## config.mk

```make
export PLATFORM = sky130hd
export DESIGN_NAME = clm_regs
export DESIGN_NICKNAME = d
export VERILOG_FILES = /design/src/logic/clm_regs.v
export VERILOG_INCLUDE_DIRS = /design/src /design/src/logic
export SDC_FILE = /design/constraint.sdc
export NUM_CORES = 1
export LEC_CHECK = 0
export BUFFER_PORTS_ARGS = -buffer_cell sky130_fd_sc_hd__buf_4
export CAP_MARGIN = 20
export CORE_ASPECT_RATIO = 1.1
export CORE_MARGIN = 3
export CORE_UTILIZATION = 30
export CTS_BUF_LIST = sky130_fd_sc_hd__clkbuf_4 sky130_fd_sc_hd__clkbuf_8
export DETAILED_ROUTE_END_ITERATION = 8
export GPL_TIMING_DRIVEN = 0
export PLACE_DENSITY_LB_ADDON = 0.15
export SLEW_MARGIN = 10
export SYNTH_ARGS = -nofsm -noshare
export SYNTH_HDL_FRONTEND = slang
export SYNTH_SLANG_ARGS = --single-unit
export TNS_END_PERCENT = 10
```

## constraint.sdc

```tcl
create_clock -name mclk_in -period 3 [get_ports mclk_in]
set_input_delay 0.3 -clock mclk_in [delete_from_list [all_inputs] [get_ports mclk_in]]
set_output_delay 0.3 -clock mclk_in [all_outputs]
set_load 0.01 [all_outputs]
```

## src/logic/clm_consts.vh

```
// constants for the coding-layer management register bank
// assumes a 16-bit register address already selected to the third memory map
`ifndef CLM_CONSTS_VH
`define CLM_CONSTS_VH

// register addresses (16-bit register index)
`define CLM_ADDR_DEV_PKG_LO   16'h0005
`define CLM_ADDR_DEV_PKG_HI   16'h0006
`define CLM_ADDR_EXT_ABILITY  16'h0012
`define CLM_ADDR_CTRL         16'h08f3
`define CLM_ADDR_STATUS       16'h08f4
`define CLM_ADDR_FAR_BABBLE   16'h08f5
`define CLM_ADDR_WIRE_OVERLAP 16'h08f6

// field positions
`define CLM_CTRL_RESET_BIT    15
`define CLM_CTRL_LOOP_BIT     14
`define CLM_STAT_FAULT_BIT    7

// constant register contents
`define CLM_DEV_PKG_LO_VAL    16'h000b
`define CLM_DEV_PKG_HI_VAL    16'h0000
`define CLM_EXT_ABILITY_VAL   16'h0008

// reset values and tally saturation limit
`define CLM_CTRL_RST          16'h0000
`define CLM_CNT_RST           16'h0000
`define CLM_CNT_MAX           16'hffff

// cycles the internal soft reset is held
`define CLM_SOFT_RST_CYCLES   4

`endif

```

## src/logic/clm_regs.v

```verilog
// coding-layer management registers: control, status, diagnostics, capability
// assumes one register access per cycle strobe from the spi register engine,
// and event pulses from coding-layer logic on the same clock
`include "clm_consts.vh"

// Overview of operation
// - writing soft reset bit restores defaults; bit self-clears when reset ends
// - soft reset drives reset of both coding and medium attachment layers
// - soft reset may drop link; link logic may restart after it
// - loopback bit routes mac frames through coding tx then rx paths
// - loopback covers 4b/5b coder, tx/rx state machines and scrambler
// - fault bit sets on any local or remote jabber detection
// - fault bit stays latched until status read, read clears it
// - 16-bit remote jabber tally counts since last read, read clears
// - remote jabber tally saturates at ffff
// - 16-bit collision tally counts physical collisions, read clears
// - collision tally saturates at ffff
// - logical arbitration collisions are not counted
// - devices-in-package low reads bits 3,1,0 set, rest zero
// - extended ability reads bit 3 set only
// - all registers are 16 bits wide
// - upper two bytes of 32-bit access read zero, writes ignored
module clm_regs #(
  parameter SOFT_RST_CYCLES = `CLM_SOFT_RST_CYCLES
) (
  input  wire        mclk_in,
  input  wire        rst_b_in,
  input  wire        reg_wr_in,
  input  wire        reg_rd_in,
  input  wire [15:0] reg_addr_in,
  input  wire [31:0] reg_wdata_in,
  output reg  [31:0] reg_rdata_out,
  input  wire        local_jabber_in,
  input  wire        remote_jabber_in,
  input  wire        collision_in,
  input  wire        collision_logical_in,
  output wire        coding_layer_rst_out,
  output wire        medium_attach_rst_out,
  output wire        loopback_out
);

  reg        soft_rst_r;
  reg        loopback_r;
  reg        fault_r;
  reg [15:0] far_babble_tally_r;
  reg [15:0] wire_overlap_tally_r;
  reg [7:0]  rst_cnt_r;
  reg [15:0] rd_val;

  wire wr_ctrl   = reg_wr_in && (reg_addr_in == `CLM_ADDR_CTRL);
  wire rd_status = reg_rd_in && (reg_addr_in == `CLM_ADDR_STATUS);
  wire rd_babble = reg_rd_in && (reg_addr_in == `CLM_ADDR_FAR_BABBLE);
  wire rd_ovlap  = reg_rd_in && (reg_addr_in == `CLM_ADDR_WIRE_OVERLAP);
  // a physical overlap only; arbitration collisions are filtered out
  wire ovlap_evt = collision_in && !collision_logical_in;

  // saturating count with read-clear; an event in the read cycle starts the new count
  function [15:0] tally_next;
    input [15:0] cur;
    input        rd;
    input        evt;
    begin
      if (rd) begin
        tally_next = evt ? 16'h0001 : `CLM_CNT_RST;
      end else if (evt && cur != `CLM_CNT_MAX) begin
        tally_next = cur + 16'h0001;
      end else begin
        tally_next = cur;
      end
    end
  endfunction

  // soft reset: held for a fixed count, then the bit clears itself
  always @(posedge mclk_in) begin
    if (!rst_b_in) begin
      soft_rst_r <= 1'b0;
      rst_cnt_r  <= 8'h00;
    end else if (soft_rst_r) begin
      if (rst_cnt_r == SOFT_RST_CYCLES[7:0] - 8'h01) begin
        soft_rst_r <= 1'b0;
        rst_cnt_r  <= 8'h00;
      end else begin
        rst_cnt_r <= rst_cnt_r + 8'h01;
      end
    end else if (wr_ctrl && reg_wdata_in[`CLM_CTRL_RESET_BIT]) begin
      soft_rst_r <= 1'b1;
    end
  end

  // coding-layer registers return to default under hard or soft reset
  always @(posedge mclk_in) begin
    if (!rst_b_in || soft_rst_r) begin
      loopback_r           <= 1'b0;
      fault_r              <= 1'b0;
      far_babble_tally_r   <= `CLM_CNT_RST;
      wire_overlap_tally_r <= `CLM_CNT_RST;
    end else begin
      // only bit 14 is stored; upper half and other bits are dropped
      if (wr_ctrl) begin
        loopback_r <= reg_wdata_in[`CLM_CTRL_LOOP_BIT];
      end
      // set wins over the read clear
      if (local_jabber_in || remote_jabber_in) begin
        fault_r <= 1'b1;
      end else if (rd_status) begin
        fault_r <= 1'b0;
      end
      far_babble_tally_r   <= tally_next(far_babble_tally_r, rd_babble, remote_jabber_in);
      wire_overlap_tally_r <= tally_next(wire_overlap_tally_r, rd_ovlap, ovlap_evt);
    end
  end

  // both layers held while soft reset runs; link may drop and retrain after
  assign coding_layer_rst_out  = soft_rst_r;
  assign medium_attach_rst_out = soft_rst_r;
  // datapath muxes tx encoder output into rx decoder through the scrambler
  assign loopback_out          = loopback_r;

  // read mux: 16-bit values, everything unused reads zero
  always @* begin
    rd_val = 16'h0000;
    case (reg_addr_in)
      `CLM_ADDR_DEV_PKG_LO:   rd_val = `CLM_DEV_PKG_LO_VAL;
      `CLM_ADDR_DEV_PKG_HI:   rd_val = `CLM_DEV_PKG_HI_VAL;
      `CLM_ADDR_EXT_ABILITY:  rd_val = `CLM_EXT_ABILITY_VAL;
      `CLM_ADDR_CTRL: begin
        rd_val[`CLM_CTRL_RESET_BIT] = soft_rst_r;
        rd_val[`CLM_CTRL_LOOP_BIT]  = loopback_r;
      end
      `CLM_ADDR_STATUS:       rd_val[`CLM_STAT_FAULT_BIT] = fault_r;
      `CLM_ADDR_FAR_BABBLE:   rd_val = far_babble_tally_r;
      `CLM_ADDR_WIRE_OVERLAP: rd_val = wire_overlap_tally_r;
      default:                rd_val = 16'h0000;
    endcase
  end

  // read data registered; captured on the read strobe
  always @(posedge mclk_in) begin
    if (!rst_b_in) begin
      reg_rdata_out <= 32'h0000_0000;
    end else if (reg_rd_in) begin
      reg_rdata_out <= {16'h0000, rd_val};
    end
  end

endmodule

```

# After elaboration in Yosys (flattened, before gate mapping)
# Cells that the tools add are included.
[word_totals]
reg_bits = 59
input_bits = 56
out_inout_bits = 35
elab_cells = 50
[classes]
n_addsub = 3
eq_ne = 9
mux = 16
reduce_logical = 15
[op_table]
columns = ["operator", "count"]
rows = [
  ["16-bit by 12-bit == test with 1-bit output (second input constant)", 4],
  ["16-bit 2-to-1 mux", 4],
  ["16-bit by 1-bit adder with 16-bit output (second input constant)", 2],
  ["16-bit != test (second input constant)", 2],
  ["7-bit one-hot mux with 4 select lines", 1],
  ["16-bit by 3-bit == test with 1-bit output (second input constant)", 1],
  ["16-bit by 5-bit == test with 1-bit output (second input constant)", 1],
  ["6-bit one-hot mux with 2 select lines", 1],
  ["8-bit by 1-bit adder with 8-bit output (second input constant)", 1],
  ["8-bit by 2-bit == test with 1-bit output (second input constant)", 1],
  ["1-bit logical AND", 8],
  ["8-bit 2-to-1 mux", 1],
  ["1-bit 2-to-1 mux", 7],
  ["2-bit one-hot mux with 3 select lines", 1],
  ["2-bit nonzero test", 3],
  ["1-bit one-hot mux with 3 select lines", 1],
  ["1-bit zero test", 2],
  ["1-bit logical OR", 2],
]

# Depth between registers and ports, before layout
[depth]
depth_word = 5
ltp_mapped = 7
depth_no_buf = 6

# Worst setup path before layout
# No wires, ideal clock.
[synth_timing]
path_kind = "reg-to-reg"
startpoint = "register wire_overlap_tally_r[0]"
endpoint = "register wire_overlap_tally_r[1]"
setup_ns = 0.119
t_arrival_ns = 1.468
required_ns = 2.881
path_slack_ns = 1.414
stages_incl_launch_ff = 7
path_buffers = 0
synth_period_minus_slack_ns = 1.586
cell_sequence = "dfxtp_1 ha_1 nand4_1 nor4_2 nand2b_1 mux2i_1 nor2_1"
[synth_between]
elab_chain_len = 3
word_cells_on_any_way = 6
classes_between = "add/sub (1); eq/ne (1); mux (2); reduce/logical (2)"
[synth_rtl]
columns = ["item", "line", "source"]
rows = [
  ["start, declared", "clm_regs.v:46", "reg [15:0] wire_overlap_tally_r;"],
  ["start signal, assigned", "clm_regs.v:96", "wire_overlap_tally_r <= `CLM_CNT_RST;"],
  ["start signal, assigned", "clm_regs.v:109", "wire_overlap_tally_r <= tally_next(wire_overlap_tally_r, rd_ovlap, ovlap_evt);"],
  ["16-bit by 1-bit adder with 16-bit output / 16-bit != test (equally long branches)", "n/a", ""],
  ["16-bit 2-to-1 mux / 1-bit logical AND (equally long branches)", "n/a", ""],
  ["16-bit 2-to-1 mux / 2-bit nonzero test (equally long branches)", "n/a", ""],
]
# Several ways; a longest one is shown, not always the timed one. The select of a mux whose other input is x is not followed.
# A chain may end at the register's enable or synchronous reset.

# Final worst setup path
# Same ends and word-level chain as after synthesis.

==> flow_metrics.py <==
metrics = {
    "floorplan": {
        "die_w_um": 105.2,
        "die-area_sq_um": 12100,
        "initial_utilization_pct": 30.92,
        "rows": 39,
        "core_area_sq_um": 10490,
        "ios": 91,
        "die_y_um": 115.1,
    },
    "setup_path": {
        "cp.arrival_ns": 2.11,
        "crit_path_start_kind": "register",
        "critPathSlowestCell": "nor4_2",
        "timing.rr.end": "wire_overlap_tally_r[1]",
        "cp_num_buf_inv": 0,
        "reg2reg_from": "wire_overlap_tally_r[0]",
        "max_stage_delay_ns": 0.42,
        "worst-r2r-setup-slack_ns": 1.12,
        "critPathTopFamily": "simple AND/OR/NAND/NOR gates",
        "criticalPathCategory": "register to register",
        "ff2ff_path_depth": 6,
        "crit_chain": "ha_1 > nand4_1 > nor4_2 > nand2b_1 > mux2i_1 > nor2_1",
        "crit_fanout": 6,
        "worstSetupEndpointType": "register",
        "required_ns": 3.23,
    },
    "synth": {
        "synth_area_per_cell_sq_um": 8.214,
        "seq_area_frac_synth_pct": 36.41,
        "ys_ff_latch": 59,
        "yosysTopAreaCell": "dfxtp_1",
        "synth_edf_count": 0,
        "yosysUniqueCellTypes": 54,
        "synth_cells": 395,
        "synth.top_cell.area_share_pct": 36.41,
        "synthTopCellsByArea": "dfxtp_1, xnor2_1, nor2_1",
        "synth_ff_type": "dfxtp_1",
        "yosys_warnings": 0,
        "syn_area_sq_um": 3244,
        "async_flop_share_pct": 0,
    },
    "sta": {
        "setup_tns_ns": 0,
        "max_slew.worst_pin.slew_ns": 0.5999,
        "rsz0062_at_grt": "false",
        "final_max_slew_viol_count": 0,
        "finalCriticalPeriod_ns": 1.881,
        "max_freq_mhz": 531.8,
        "min_period_over_period_pct": 62.69,
        "setup_violations": 0,
        "slew_headroom_pct": 59.64,
        "clock_skew_ns": 0.009524,
        "hold_violations": 0,
    },
    "drt": {
        "via_per_inst": 4.842,
        "vias": 2968,
        "drtPass1Iterations": 4,
        "drc": 0,
        "wl_um": 8391,
        "wl_per_cell_um": 13.69,
        "first_iter_violations": 109,
        "ant_nets": 0,
    },
    "finish": {
        "stdcell_area_sq_um": 3994,
        "fin_nets": 524,
        "fill_cells": 1106,
        "fin_util_pct": 38.07,
        "final_common_cell": "buf_4",
        "diodes": 0,
        "final_cell_mix": "buf_4, dfxtp_1, nor2_1",
        "area_delta_synth_final_pct": 23.10,
        "layout-drive-gt1-share_pct": 21.70,
        "layout.area.seq_sq_um": 1181,
        "multi_input_area_sq_um": 1881,
    },
    "cts": {
        "cts_sinks": 59,
        "numCtsBuffers": 9,
        "postCtsResizedCells": 0,
        "hold_buffers": 0,
        "cts_buffer_depth": 2,
        "clk_pin_slew_ns": 0.07,
        "cts_root_buffer": "clkbuf_8",
        "cts_tree": "done",
        "htreeDepth": 3,
        "clock_latency_ns": 0.34,
        "cts_setup_buffers": 0,
    },
    "global_routing": {
        "track_usage_pct": 14.11,
        "grt_first_pass_wirelength_um": 13520,
        "grt_pass1_vias": 2742,
        "antenna_found_initial": 0,
        "grt_max_degree": 11,
        "grt-ovfl-total": 0,
    },
    "placement": {
        "hpwl_um": 6390,
        "io_buffers": 44,
        "placed_area_sq_um": 3810,
        "place.gp.congestion": 0.7773,
    },
    "pwr": {
        "power.leakage_nw": 1.508,
        "powerDensity_nw_per_um2": 408.2,
        "ir_drop_v": 0.0001802,
    },
    "min_path": {
        "min_path_cells": 3,
        "min_to": "loopback_out",
        "hp-start": "reg_wdata_in[14]",
        "hold_class": "input pin to register",
    },
    "outcome": {
        "status": "finished clean",
    },
    "flow_run": {
        "drv_cap": 0,
    },
}
-- area by class of cell --
cell class | instances | share of cell area [%]
multi-input cells | 312 | 47.09
clock buffers | 12 | 3.979
flip-flops and latches | 59 | 29.57
plain buffers | 33 | 5.420
repair buffers | 44 | 8.271
well taps | 143 | 4.480
clock inverters | 4 | 0.6266
inverters | 6 | 0.5639
-- how the worst max path moves through the flow --
stage,startpoint,endpoint,cells past startpoint
floorplan,wire_overlap_tally_r[0],wire_overlap_tally_r[1],6
global placement,reg_addr_in[13],far_babble_tally_r[10],8
detailed placement,reg_addr_in[13],far_babble_tally_r[5],8
CTS,wire_overlap_tally_r[0],wire_overlap_tally_r[1],6
global route,wire_overlap_tally_r[0],wire_overlap_tally_r[1],6
finish,wire_overlap_tally_r[0],wire_overlap_tally_r[1],6
-- flip-flops by register name, indices dropped and copies added, names as in the netlist --
name and flops:
reg_rdata_out 16, coding_layer_rst_out 1, rst_cnt_r 8, fault_r 1, wire_overlap_tally_r 16, loopback_out 1
far_babble_tally_r 16
-- kinds of logic after synthesis --
kind of cell	after synthesis	synth area share, %
adder cells (fa/ha/maj)	3	1.157
XOR/XNOR	28	7.559
other	1	0.1156
AO/OA/AOI/OAI	60	12.57
multiplexers	5	1.543
flip-flops	59	36.41
AND/OR/NAND/NOR	200	33.28
buffers and inverters	39	7.366
-- worst register-to-register path, delay by kind of cell, from the launching register on --
| family | cells | cell delay (ns) |
|---|---|---|
| simple gates | 4 | 0.86 |
| flops | 1 | 0.41 |
| fa+ha+maj | 1 | 0.31 |
| mux | 1 | 0.19 |
-- where the power goes --
part | switching [W] | internal [W] | leakage (nW)
Clock | 0.000343 | 0.000352 | 0.0918
Combinational | 0.0000705 | 0.0000648 | 0.939
Sequential | 0.00000857 | 0.000792 | 0.477
-- cells in the mapped netlist (all sizes together), types with 6 or more instances --
cell type and n:
xor2 6, clkbuf 6, a22o 8, inv 6, and2 6, a31oi 10
nor2 44, nor2b 7, nor3 13, nand4 14, a21oi 7, nand2b 9
xnor2 22, nor4 11, o21ai 18, nand3 31, nand2 43, dfxtp 59
buf 27
-- metal layers --
metal | track usage [%] | share of wire [%]
met1 | 18.68 | 49
met3 | 4.716 | 4.6
met2 | 21.65 | 45
met5 | 0 | 0
met4 | 4.812 | 1.9
-- per-stage QoR --
| step | power (W) | instances | hold WS (ns) | setup slack [ns] |
|---|---|---|---|---|
| after floorplan | 0.0008919 | 410 | 0.4439 | 1.414 |
| after global placement | 0.0009514 | 597 | 0.4521 | 1.051 |
| after detailed placement | 0.0009529 | 597 | 0.4643 | 1.061 |
| after CTS | 0.001642 | 613 | 0.1843 | 1.121 |
| after global routing | 0.001696 | 613 | 0.2070 | 0.9131 |
| final | 0.001630 | 613 | 0.2013 | 1.119 |
No activity file was read; power rests on OpenSTA's default activity.
